**src/cfgma_pkg.sv**
```systemverilog
// constants and types shared by both ends of the configuration message link
// Operation
// [RULE_01] write: token 192, id24, reg16, data32, end
// [RULE_02] read: token 193, id24, reg16, end token
// [RULE_03] write reply: 3,1 on success, 4,1 otherwise
// [RULE_04] read reply: 3, data word, 1; or 4,1
// [RULE_05] write id low byte all ones: no reply
// [RULE_06] multi-byte fields go most significant byte first
// [RULE_07] requester puts its upper 24 id bits
// [RULE_08] tile destination: tile id then low c20c
// [RULE_09] node destination: node id then low c30c
// [RULE_10] peripheral destination: node, peripheral, then 02
// [RULE_11] peripheral read: 37, id24, reg8, size8, end
// [RULE_12] peripheral read reply: 3, bytes, 1; or 4,1
// [RULE_13] status resource id: register shifted eight, or 0c
// [RULE_14] status read and write move one word
// [RULE_15] unknown register or malformed message: reply 4,1
package cfgma_pkg;
   // control token values
   localparam logic [7:0] TOK_WRITE   = 8'hc0;
   localparam logic [7:0] TOK_READ    = 8'hc1;
   localparam logic [7:0] TOK_PREAD   = 8'h25;
   localparam logic [7:0] TOK_END     = 8'h01;
   localparam logic [7:0] TOK_ACK     = 8'h03;
   localparam logic [7:0] TOK_NAK     = 8'h04;
   // field byte counts after the opening token
   localparam logic [3:0] LEN_WRITE   = 4'h9;
   localparam logic [3:0] LEN_READ    = 4'h5;
   localparam logic [3:0] LEN_PREAD   = 4'h5;
   localparam logic [2:0] WORD_BYTES  = 3'h4;
   localparam logic [7:0] NO_REPLY_ID = 8'hff;
   // destination low patterns and status resource tag
   localparam logic [15:0] DEST_TILE  = 16'hc20c;
   localparam logic [15:0] DEST_NODE  = 16'hc30c;
   localparam logic [7:0]  DEST_PERIPH = 8'h02;
   localparam logic [7:0]  PS_TAG     = 8'h0c;
   // implemented register space
   localparam int          CFG_REGS   = 8;
   localparam int          PS_REGS    = 8;
   localparam int          PER_BYTES  = 16;
   localparam logic [15:0] CFG_LIMIT  = 16'h0008;
   localparam logic [7:0]  PS_LIMIT   = 8'h08;
   localparam logic [8:0]  PER_LIMIT  = 9'h010;
   localparam logic [31:0] CFG_RESET  = 32'h0000_0000;

   typedef enum logic [1:0] {OP_WRITE, OP_READ, OP_PREAD} cfgma_op_e;
   typedef enum logic [1:0] {TGT_TILE, TGT_NODE, TGT_PERIPH} cfgma_tgt_e;
   typedef enum logic [2:0] {E_IDLE, E_FIELD, E_END, E_DRAIN, E_REPLY} cfgma_ep_e;
   typedef enum logic [1:0] {R_IDLE, R_SEND, R_WAIT, R_DATA} cfgma_rq_e;
endpackage : cfgma_pkg

```
**src/cfgma_link_if.sv**
```systemverilog
// token link between requesting channel end and configuration endpoint
`timescale 1ns/10ps
interface cfgma_link_if;
   // request direction, requester to endpoint
   logic       reqValid;
   logic       reqCtrl;
   logic [7:0] reqByte;
   logic       reqReady;
   // reply direction, endpoint to requester
   logic       rspValid;
   logic       rspCtrl;
   logic [7:0] rspByte;
   logic       rspReady;

   modport endpoint (input reqValid, reqCtrl, reqByte, rspReady,
                     output reqReady, rspValid, rspCtrl, rspByte);
   modport requester (output reqValid, reqCtrl, reqByte, rspReady,
                      input reqReady, rspValid, rspCtrl, rspByte);
endinterface : cfgma_link_if

```
**src/cfgma_endpoint.sv**
```systemverilog
// configuration endpoint: parses request messages, keeps registers, replies
`timescale 1ns/10ps
module cfgma_endpoint (
   // clock and reset
   input  wire logic                     core_clk,
   input  wire logic                     nrst,
   // message link
   cfgma_link_if.endpoint                link,
   // processor status word port
   input  wire logic                     psValid,
   input  wire logic                     psWrite,
   input  wire logic [31:0]              psResId,
   input  wire logic [31:0]              psWdata,
   output      logic                     psAck,
   output      logic                     psErr,
   output      logic [31:0]              psRdata,
   // register contents and peripheral bytes
   output      logic [cfgma_pkg::CFG_REGS-1:0][31:0] cfgRegs,
   input  wire logic [cfgma_pkg::PER_BYTES-1:0][7:0] periphBytes
);
   import cfgma_pkg::*;

   typedef struct packed {
      cfgma_ep_e                 state;
      cfgma_op_e                 op;
      logic [3:0]                cnt;
      logic [3:0]                need;
      logic [71:0]               fields;
      logic                      txValid;
      logic                      txCtrl;
      logic [7:0]                txByte;
      logic [2:0]                txLeft;
      logic [31:0]               txWord;
      logic                      txEnd;
      logic [CFG_REGS-1:0][31:0] cfg;
      logic [PS_REGS-1:0][31:0]  ps;
      logic                      psAck;
      logic                      psErr;
      logic [31:0]               psRdata;
   } cfgma_ep_s;

   cfgma_ep_s q, d;
   logic      reqTake;
   logic      rspTake;

   // refused only while replying
   assign link.reqReady = (q.state != E_REPLY);
   assign reqTake       = link.reqValid && link.reqReady;
   assign rspTake       = q.txValid && link.rspReady;
   assign link.rspValid = q.txValid;
   assign link.rspCtrl  = q.txCtrl;
   assign link.rspByte  = q.txByte;
   assign psAck         = q.psAck;
   assign psErr         = q.psErr;
   assign psRdata       = q.psRdata;
   assign cfgRegs       = q.cfg;

   // opens a reply; a failure carries no data
   function automatic cfgma_ep_s startReply(input cfgma_ep_s s, input logic ok,
                                            input logic [2:0] n, input logic [31:0] w);
      cfgma_ep_s r;
      r         = s;
      r.state   = E_REPLY;
      r.txValid = 1'b1;
      r.txCtrl  = 1'b1;
      r.txByte  = ok ? TOK_ACK : TOK_NAK;   // RULE_03
      r.txLeft  = ok ? n : 3'h0;
      r.txWord  = w;
      r.txEnd   = 1'b0;
      return r;
   endfunction : startReply

   // next state of the whole endpoint
   always_comb begin
      logic [23:0] rid;
      logic [15:0] rnum;
      logic [8:0]  span;
      logic [31:0] pword;
      logic [3:0]  idx;
      logic        ok;
      rid   = 24'h0;
      rnum  = 16'h0;
      span  = 9'h0;
      pword = 32'h0;
      idx   = 4'h0;
      ok    = 1'b0;
      d       = q;
      d.psAck = 1'b0;
      d.psErr = 1'b0;

      // status word access, one full word each way
      if (psValid) begin
         d.psAck = 1'b1;
         if (psResId[7:0] == PS_TAG && psResId[31:16] == 16'h0
             && psResId[15:8] < PS_LIMIT) begin
            if (psWrite) begin
               d.ps[psResId[10:8]] = psWdata;   // RULE_14
            end else begin
               d.psRdata = q.ps[psResId[10:8]];   // RULE_14
            end
         end else begin
            d.psErr = 1'b1;
         end
      end

      unique case (q.state)
         E_IDLE: begin
            if (reqTake) begin
               d.cnt = 4'h0;
               if (link.reqCtrl && link.reqByte == TOK_WRITE) begin
                  d.op    = OP_WRITE;   // RULE_01
                  d.need  = LEN_WRITE;
                  d.state = E_FIELD;
               end else if (link.reqCtrl && link.reqByte == TOK_READ) begin
                  d.op    = OP_READ;   // RULE_02
                  d.need  = LEN_READ;
                  d.state = E_FIELD;
               end else if (link.reqCtrl && link.reqByte == TOK_PREAD) begin
                  d.op    = OP_PREAD;   // RULE_11
                  d.need  = LEN_PREAD;
                  d.state = E_FIELD;
               end else if (link.reqCtrl && link.reqByte == TOK_END) begin
                  d = startReply(d, 1'b0, 3'h0, 32'h0);   // RULE_15
               end else begin
                  d.state = E_DRAIN;   // RULE_15
               end
            end
         end
         E_FIELD: begin
            if (reqTake) begin
               if (!link.reqCtrl) begin
                  // fields arrive most significant byte first
                  d.fields = {q.fields[63:0], link.reqByte};   // RULE_06
                  d.cnt    = q.cnt + 4'h1;
                  if (q.cnt + 4'h1 == q.need) begin
                     d.state = E_END;
                  end
               end else if (link.reqByte == TOK_END) begin
                  d = startReply(d, 1'b0, 3'h0, 32'h0);   // RULE_15
               end else begin
                  d.state = E_DRAIN;
               end
            end
         end
         E_END: begin
            if (reqTake && !(link.reqCtrl && link.reqByte == TOK_END)) begin
               d.state = E_DRAIN;   // RULE_15
            end else if (reqTake) begin
               unique case (q.op)
                  OP_WRITE: begin
                     rid  = q.fields[71:48];
                     rnum = q.fields[47:32];
                     ok   = rnum < CFG_LIMIT;
                     if (ok) begin
                        d.cfg[rnum[2:0]] = q.fields[31:0];   // RULE_01
                     end
                     if (rid[7:0] == NO_REPLY_ID) begin
                        d.state = E_IDLE;   // RULE_05
                     end else begin
                        d = startReply(d, ok, 3'h0, 32'h0);   // RULE_03
                     end
                  end
                  OP_READ: begin
                     rnum = q.fields[15:0];
                     ok   = rnum < CFG_LIMIT;
                     d    = startReply(d, ok, WORD_BYTES, q.cfg[rnum[2:0]]);   // RULE_04
                  end
                  default: begin
                     // peripheral read, one to four bytes, left aligned
                     span = {1'b0, q.fields[15:8]} + {1'b0, q.fields[7:0]};
                     ok   = q.fields[7:0] != 8'h0 && q.fields[7:0] <= {5'h0, WORD_BYTES}
                            && span <= PER_LIMIT;
                     for (int i = 0; i < 4; i++) begin
                        idx = q.fields[11:8] + 4'(i);
                        if (8'(i) < q.fields[7:0]) begin
                           pword[31-8*i -: 8] = periphBytes[idx];
                        end
                     end
                     d = startReply(d, ok, q.fields[2:0], pword);   // RULE_12
                  end
               endcase
            end
         end
         E_DRAIN: begin
            // malformed message swallowed to its end
            if (reqTake && link.reqCtrl && link.reqByte == TOK_END) begin
               d = startReply(d, 1'b0, 3'h0, 32'h0);   // RULE_15
            end
         end
         E_REPLY: begin
            if (rspTake) begin
               if (q.txEnd) begin
                  d.txValid = 1'b0;
                  d.state   = E_IDLE;
               end else if (q.txLeft != 3'h0) begin
                  d.txCtrl = 1'b0;
                  d.txByte = q.txWord[31:24];   // RULE_06
                  d.txWord = {q.txWord[23:0], 8'h00};
                  d.txLeft = q.txLeft - 3'h1;
               end else begin
                  d.txCtrl = 1'b1;
                  d.txByte = TOK_END;   // RULE_03
                  d.txEnd  = 1'b1;
               end
            end
         end
         default: begin
            d.state = E_IDLE;
         end
      endcase
   end

   // single state register
   always_ff @(posedge core_clk or negedge nrst) begin
      if (!nrst) begin
         q         <= '0;
         q.state   <= E_IDLE;
         q.op      <= OP_WRITE;
         q.cfg     <= {CFG_REGS{CFG_RESET}};
      end else begin
         q <= d;
      end
   end
endmodule : cfgma_endpoint

```
**src/flat_wrapper.sv**
```systemverilog
// flat-port wrapper written by rule: the top's interface ports become plain ports
module cfgma_endpoint_flat import cfgma_pkg::*;
  (core_clk, nrst, psValid, psWrite, psResId, psWdata, psAck, psErr, psRdata, cfgRegs, periphBytes, link_reqValid, link_reqCtrl, link_reqByte, link_rspReady, link_reqReady, link_rspValid, link_rspCtrl, link_rspByte);
  cfgma_link_if link_i ();
  input  wire logic core_clk;
  input  wire logic nrst;
  input  wire logic psValid;
  input  wire logic psWrite;
  input  wire logic [31:0] psResId;
  input  wire logic [31:0] psWdata;
  output      logic psAck;
  output      logic psErr;
  output      logic [31:0] psRdata;
  output      logic [cfgma_pkg::CFG_REGS-1:0][31:0] cfgRegs;
  input  wire logic [cfgma_pkg::PER_BYTES-1:0][7:0] periphBytes;
  input wire logic [$bits(link_i.reqValid)-1:0] link_reqValid;
  input wire logic [$bits(link_i.reqCtrl)-1:0] link_reqCtrl;
  input wire logic [$bits(link_i.reqByte)-1:0] link_reqByte;
  input wire logic [$bits(link_i.rspReady)-1:0] link_rspReady;
  output wire logic [$bits(link_i.reqReady)-1:0] link_reqReady;
  output wire logic [$bits(link_i.rspValid)-1:0] link_rspValid;
  output wire logic [$bits(link_i.rspCtrl)-1:0] link_rspCtrl;
  output wire logic [$bits(link_i.rspByte)-1:0] link_rspByte;
  assign link_i.reqValid = link_reqValid;
  assign link_i.reqCtrl = link_reqCtrl;
  assign link_i.reqByte = link_reqByte;
  assign link_i.rspReady = link_rspReady;
  assign link_reqReady = link_i.reqReady;
  assign link_rspValid = link_i.rspValid;
  assign link_rspCtrl = link_i.rspCtrl;
  assign link_rspByte = link_i.rspByte;
  cfgma_endpoint u_core (.core_clk(core_clk), .nrst(nrst), .link(link_i), .psValid(psValid), .psWrite(psWrite), .psResId(psResId), .psWdata(psWdata), .psAck(psAck), .psErr(psErr), .psRdata(psRdata), .cfgRegs(cfgRegs), .periphBytes(periphBytes));
endmodule
```
**config.mk**
```make
export PLATFORM = sky130hd
export DESIGN_NAME = cfgma_endpoint_flat
export DESIGN_NICKNAME = d
export VERILOG_FILES = /design/src/cfgma_pkg.sv /design/src/cfgma_link_if.sv /design/src/cfgma_endpoint.sv /design/src/flat_wrapper.sv
export SDC_FILE = /design/constraint.sdc
export NUM_CORES = 1
export LEC_CHECK = 0
export CAP_MARGIN = 10
export CORE_ASPECT_RATIO = 0.6
export CORE_MARGIN = 5
export CORE_UTILIZATION = 65
export CTS_CLUSTER_DIAMETER = 150
export CTS_CLUSTER_SIZE = 10
export DETAILED_ROUTE_END_ITERATION = 16
export DONT_BUFFER_PORTS = 1
export MAX_ROUTING_LAYER = met4
export PLACE_DENSITY = 0.87
export SYNTH_ARGS = -nofsm -noshare
export SYNTH_HDL_FRONTEND = slang
export SYNTH_SLANG_ARGS = --single-unit
export TNS_END_PERCENT = 5
```
**constraint.sdc**
```tcl
create_clock -name core_clk -period 5.4 [get_ports core_clk]
set_clock_uncertainty 0.1 [all_clocks]
set_input_delay 0.81 -clock core_clk [delete_from_list [all_inputs] [get_ports core_clk]]
set_output_delay 0.81 -clock core_clk [all_outputs]
set_load 0.02 [all_outputs]
```
## Word-level counts from Yosys, hierarchy flattened

Cells that the tools add are included.

- Register bits: 669

- Add/subtract/negate cells: 6
- Magnitude comparators: 18
- Equality and inequality tests: 32
- Multiplexer cells: 77
- Bitwise operators: 7
- Reduce and logical (&&, ||, !) cells: 33

Operators with widths:

| operator | count |
|---|---|
| 592-bit 2-to-1 mux | 7 |
| 677-bit 2-to-1 mux | 4 |
| 546-bit case mux with 4 select lines | 1 |
| 677-bit case mux with 2 select lines | 1 |
| 256-bit 2-to-1 mux | 3 |
| 674-bit 2-to-1 mux | 1 |
| 256-bit bitwise mux | 2 |
| 82-bit case mux with 4 select lines | 1 |
| 290-bit 2-to-1 mux | 1 |
| 46-bit case mux with 5 select lines | 1 |
| 32-bit binary-select mux with 3-bit select | 2 |
| 32-bit demux with 3-bit select | 2 |
| 32-bit 2-to-1 mux | 6 |
| 8-bit binary-select mux with 4-bit select | 4 |
| 72-bit 2-to-1 mux | 1 |
| 8-bit 2-to-1 mux | 8 |
| 46-bit 2-to-1 mux | 1 |
| 45-bit 2-to-1 mux | 1 |
| 3-bit 2-to-1 mux | 13 |
| 35-bit 2-to-1 mux | 1 |
| 16-bit by 4-bit < comparator with 1-bit output (second input constant) | 2 |
| 15-bit AND reduction | 2 |
| 4-bit 2-to-1 mux | 7 |
| 8-bit == test (second input constant) | 3 |
| 45 further kinds | 98 |

## Logic depth before layout (Yosys ltp)

- Word-level depth: 14
- Mapped depth: 15
- Gate-level depth less buffers: 8

## Least setup slack after synthesis

OpenSTA, ideal clock, no wires.

- Path type: register to register
- Start point: register u_core.q[600] (netlist bit)
- End point: register u_core.q[567] (netlist bit)
- Setup time: 124 ps
- Data arrival time: 3738 ps
- Data required time: 5176 ps
- Slack: 1438 ps
- Cell stages (with the launch flop): 14
- Path buffers: 7
- Period minus slack after synthesis: 3962 ps
- Cells stage by stage: dfrtp_1 > clkbuf_1 > buf_2 > buf_2 > buf_2 > inv_1 > ha_1 > buf_2 > clkbuf_1 > buf_1 > mux4_2 > mux2_2 > o211ai_1 > nand2_1

- Cells in the longest elaborated chain, start to end: 8

Ends and longest elaborated chain:

| element | line | text |
|---|---|---|
| start, declared | cfgma_endpoint.sv:42 | `cfgma_ep_s q, d;` |
| 4-bit by 1-bit adder with 4-bit output | cfgma_endpoint.sv:174 | `idx = q.fields[11:8] + 4'(i);` |
| 8-bit binary-select mux with 4-bit select | cfgma_endpoint.sv:176 | `pword[31-8*i -: 8] = periphBytes[idx];` |
| 8-bit 2-to-1 mux (not written as such) | cfgma_endpoint.sv:176 |  |
| 8-bit 2-to-1 mux | cfgma_endpoint.sv:175 | `if (8'(i) < q.fields[7:0]) begin` |
| 677-bit case mux with 2 select lines | cfgma_endpoint.sv:149 | `unique case (q.op)` |
| 677-bit 2-to-1 mux | cfgma_endpoint.sv:148 | `end else if (reqTake) begin` |
| 674-bit 2-to-1 mux | cfgma_endpoint.sv:146 | `if (reqTake && !(link.reqCtrl && link.reqByte == TOK_END)) begin` |
| 46-bit case mux with 5 select lines | cfgma_endpoint.sv:106 | `unique case (q.state)` |

No other way between the ends. The select of a mux whose other input is x is not followed.
A chain may end at the register's enable or synchronous reset.

## Final worst setup path

- Start point: register u_core.q[592] (netlist bit)
- End point: register u_core.q, in the netlist u_core.link.rspByte[2]

- Cells in the longest elaborated chain, start to end: 8
- Elaborated cells between the ends (all ways): 13

Ends and longest elaborated chain:

| element | line | text |
|---|---|---|
| 8-bit by 8-bit adder with 9-bit output, or another cell as far along | cfgma_endpoint.sv:170 | `span = {1'b0, q.fields[15:8]} + {1'b0, q.fields[7:0]};` |
| 9-bit by 5-bit <= comparator with 1-bit output / 1-bit logical AND (equally long branches) | cfgma_endpoint.sv:172, cfgma_endpoint.sv:171 |  |
| 1-bit logical AND | cfgma_endpoint.sv:172 | `&& span <= PER_LIMIT;` |
| 3-bit 2-to-1 mux | cfgma_endpoint.sv:66 | `r.txByte = ok ? TOK_ACK : TOK_NAK;` |
| 677-bit case mux with 2 select lines * | cfgma_endpoint.sv:149 |  |
| 677-bit 2-to-1 mux * | cfgma_endpoint.sv:148 |  |
| 674-bit 2-to-1 mux * | cfgma_endpoint.sv:146 |  |
| 46-bit case mux with 5 select lines * | cfgma_endpoint.sv:106 |  |

Every way passes the cells marked *; elsewhere a longest branch is shown, timed or not. The select of a mux whose other input is x is not followed.

==> results.sh <==
export IMPL_critPathArrivalTime_ns=4.16
export IMPL_max_cap_violations=0
export IMPL_critPathLaunchType="register"
export IMPL_routed_wl_um=97100
export IMPL_dpl_hpwl_um=65100
export IMPL_vdd_drop_max_mv=0.434
export IMPL_grt_max_degree=661
export IMPL_io_buffers=0
export IMPL_crit_start="u_core.q[592]"
export IMPL_worstSkewPairLatency_ns=0.63
export IMPL_critPathMaxFanout=40
export IMPL_wl_per_cell_um=32.4
export IMPL_rows=66
export IMPL_synthesis_nets=2862
export IMPL_cts_clk_slew_worst_paths_ns=0.06
export IMPL_path_class="register to register"
export IMPL_crit_chain="ha_1 -> fa_1 -> a21o_1 -> a21oi_1 -> xnor2_1 -> a2111oi_0 -> buf_4 -> o31ai_1 -> mux2_2"
export IMPL_cts_inserted_buffers=75
export IMPL_first_pass_iters=5
export IMPL_num_vias=21700
export IMPL_clock_root_buffer="clkbuf_16"
export IMPL_setup_viol_count_final=0
export IMPL_run_status="finished, violations left"
export IMPL_hold_class="input port to async pin"
export IMPL_overflow=0
export IMPL_slowest_stage="a2111oi_0"
export IMPL_p_per_area_mw_per_mm2=417
export IMPL_synthFlopType="dfrtp_1"
export IMPL_fin_ws_ns=1.64
export IMPL_regToRegStartpoint="u_core.q[592]"
export IMPL_grt_util_all_layers=0.329
export IMPL_ant_nets=0
export IMPL_fmax_mhz=266
export IMPL_drtIter0Drc=2581
export IMPL_vias_per_cell=7.26
export IMPL_worstPathRequired_ns=5.80
export IMPL_yosysWarningCount=0
export IMPL_violations="negative hold slack, max-slew violations"
export IMPL_slew_viol_final=424
export IMPL_drive_gt1_frac=0.431
export IMPL_final_setup_tns_ns=0
export IMPL_ys_seq_elements=660
export IMPL_synthesis_area_sq_mm=0.0360
export IMPL_synthCells=2638
export IMPL_ys_seq_area_frac=0.459
export IMPL_rsz0062_at_grt="no"
export IMPL_synth_cell_type_count=76
export IMPL_fin_crit_ns=3.76
export IMPL_area_growth_pct=0.706
export IMPL_initial_core_util=0.661
export IMPL_synth_async_reset_ratio=1.00
export IMPL_place_gp_congestion=0.931
export IMPL_dieArea_sq_mm=0.0603
export IMPL_max_stage_delay_ns=0.83
export IMPL_design_area_sq_mm=0.0362
export IMPL_period_share=0.696
export IMPL_hold_slack_ns=-0.211
export IMPL_cts_tree="yes"
export IMPL_remaining_drc_errors=0
export IMPL_avgSynthCellArea_sq_um=13.6
export IMPL_post_place_ws_ns=1.54
export IMPL_relSlewSlack=-0.885
export IMPL_finalHoldViolCount=120
export IMPL_worst_pin_slew_ns=2.83
export IMPL_post_cts_resize_count=0
export IMPL_ioPinCount=508
export IMPL_grt_pass1_wl_um=146000
export IMPL_core_area_sq_mm=0.0544
export IMPL_antenna_found_initial=12
export IMPL_end_kind="register"
export IMPL_finalNetCount=2488
export IMPL_cts_htree_levels=3
export IMPL_clock_path_buffers=3
export IMPL_cts_sinks=660
export IMPL_first_global_vias=22500
export IMPL_place_area_sq_mm=0.0342
export IMPL_fp_dieW_um=314
export IMPL_die_height_um=192
export IMPL_synth_edf_count=0
export IMPL_total_leakage_power_nw=16.4
export IMPL_cts_setup_buffers=0
## critical path: cells and delay by family, from the launching register on
| family | cells | cell delay (ns) |
|---|---|---|
| AO/OA/AOI/OAI | 4 | 1.32 |
| adder cells (fa/ha/maj) | 2 | 0.84 |
| flip-flops | 1 | 0.74 |
| multiplexers | 1 | 0.27 |
| buffers and inverters | 1 | 0.26 |
| XOR/XNOR | 1 | 0.09 |
## per-stage QoR
stage	util	cells	power [W]
2_1_floorplan	-	2638	0.00935
3_3_place_gp	0.628	2901	0.0105
3_5_place_dp	0.628	2901	0.0106
4_1_cts	0.665	2986	0.0151
5_1_grt	0.665	2993	0.0157
6_report	0.665	2993	0.0151
## cells in the final DEF (no fill, tap or decap), drive strengths merged, types with 6 or more instances in the layout
cell    count
diode       7
nor3b       6
a32oi       8
dfrtp     660
a22oi      12
o211ai     20
nand3       9
xnor2       9
mux2i      79
a21oi      16
o21ai     116
nor4       13
a221o       8
nor2b      10
mux2      562
buf        34
mux4      260
nand2     182
clkbuf     79
inv        34
nand4       9
nor3       15
a211oi      6
nor2       26
ha         16
## kinds of logic after synthesis
group / Yosys count / synth area share
adder cells (fa/ha/maj): 17 / 0.00612
buffers and inverters: 517 / 0.0887
multiplexers: 901 / 0.361
flip-flops: 660 / 0.459
AND/OR/NAND/NOR: 302 / 0.0408
XOR/XNOR: 13 / 0.00317
AO/OA/AOI/OAI: 228 / 0.0410
## Yosys cell counts, drive strengths merged (3+ instances only)
cell | number | area [sq um]
dfrtp | 660 | 16500
mux2 | 562 | 6330
buf | 393 | 2720
mux4 | 260 | 5860
nand2 | 182 | 683
o21ai | 116 | 581
clkbuf | 92 | 347
mux2i | 79 | 791
inv | 31 | 116
nor2 | 26 | 97.6
o211ai | 20 | 150
a21oi | 16 | 80.1
ha | 16 | 200
nor3 | 15 | 86.3
nor4 | 13 | 103
a22oi | 12 | 90.1
nor2b | 10 | 62.6
nand3 | 9 | 50.1
nand4 | 9 | 56.3
xnor2 | 9 | 78.8
a221o | 8 | 80.1
a32oi | 8 | 70.1
a211oi | 6 | 45.0
nor3b | 6 | 55.1
nand2b | 5 | 31.3
or2 | 5 | 31.3
a2111oi | 4 | 48.8
a22o | 4 | 35.0
a31oi | 4 | 25.0
and3 | 4 | 25.0
nand3b | 4 | 37.5
o2bb2ai | 4 | 35.0
xor2 | 4 | 35.0
a21o | 3 | 22.5
nor4b | 3 | 56.3
o21a | 3 | 22.5
o31ai | 3 | 22.5
## registers in the layout, indices dropped and copies added, names as in the netlist
| name | flops |
|---|---|
| u_core.q | 360 |
| u_core.cfgRegs | 256 |
| u_core.psRdata | 32 |
| u_core.link.rspByte | 8 |
| u_core.link.rspCtrl | 1 |
| u_core.link.rspValid | 1 |
| u_core.psAck | 1 |
| u_core.psErr | 1 |
## where the power goes
| part | leakage [nW] | switching (W) | internal [W] | total, W |
|---|---|---|---|---|
| sequential | 9.15 | 0.000720 | 0.00517 | 0.00589 |
| clock | 0.989 | 0.00198 | 0.00252 | 0.00450 |
| combinational | 6.31 | 0.00246 | 0.00224 | 0.00470 |
| total | 16.4 | 0.00516 | 0.00993 | 0.0151 |
## per-layer routing
layer / vias to the layer above / wire, um / GRT usage / share of wire
li1: 8709 / - / - / -
met1: 11500 / 38000 / 0.441 / 0.39
met2: 1283 / 45900 / 0.488 / 0.47
met3: 225 / 10100 / 0.108 / 0.10
met4: 0 / 3050 / 0.101 / 0.031
met5: - / 0 / - / 0
## cell type report
type,count,area [sq um]
well taps,714,893
inverters,32,120
fillers,3581,18200
clock buffers,79,1910
clock inverters,6,111
multi-input cells,1461,16400
flip-flops and latches,660,16500
repair buffers,34,268
diodes,7,17.5
## final timing paths
| path | end | slack (ns) | cells after the start |
|---|---|---|---|
| worst max-delay path | u_core.link.rspByte[2] | 1.64 | 9 |
| worst min-delay path | u_core.q[182] | -0.21 | 0 |
| worst max register to register | u_core.link.rspByte[2] | 1.64 | 9 |
| worst min register to register | u_core.q[261] | 0.40 | 1 |
| max in group asynchronous | u_core.cfgRegs[86] | 3.18 | 0 |
| min in group core_clk | u_core.psAck | 0.12 | 0 |
(Power assumes the default switching activity.)
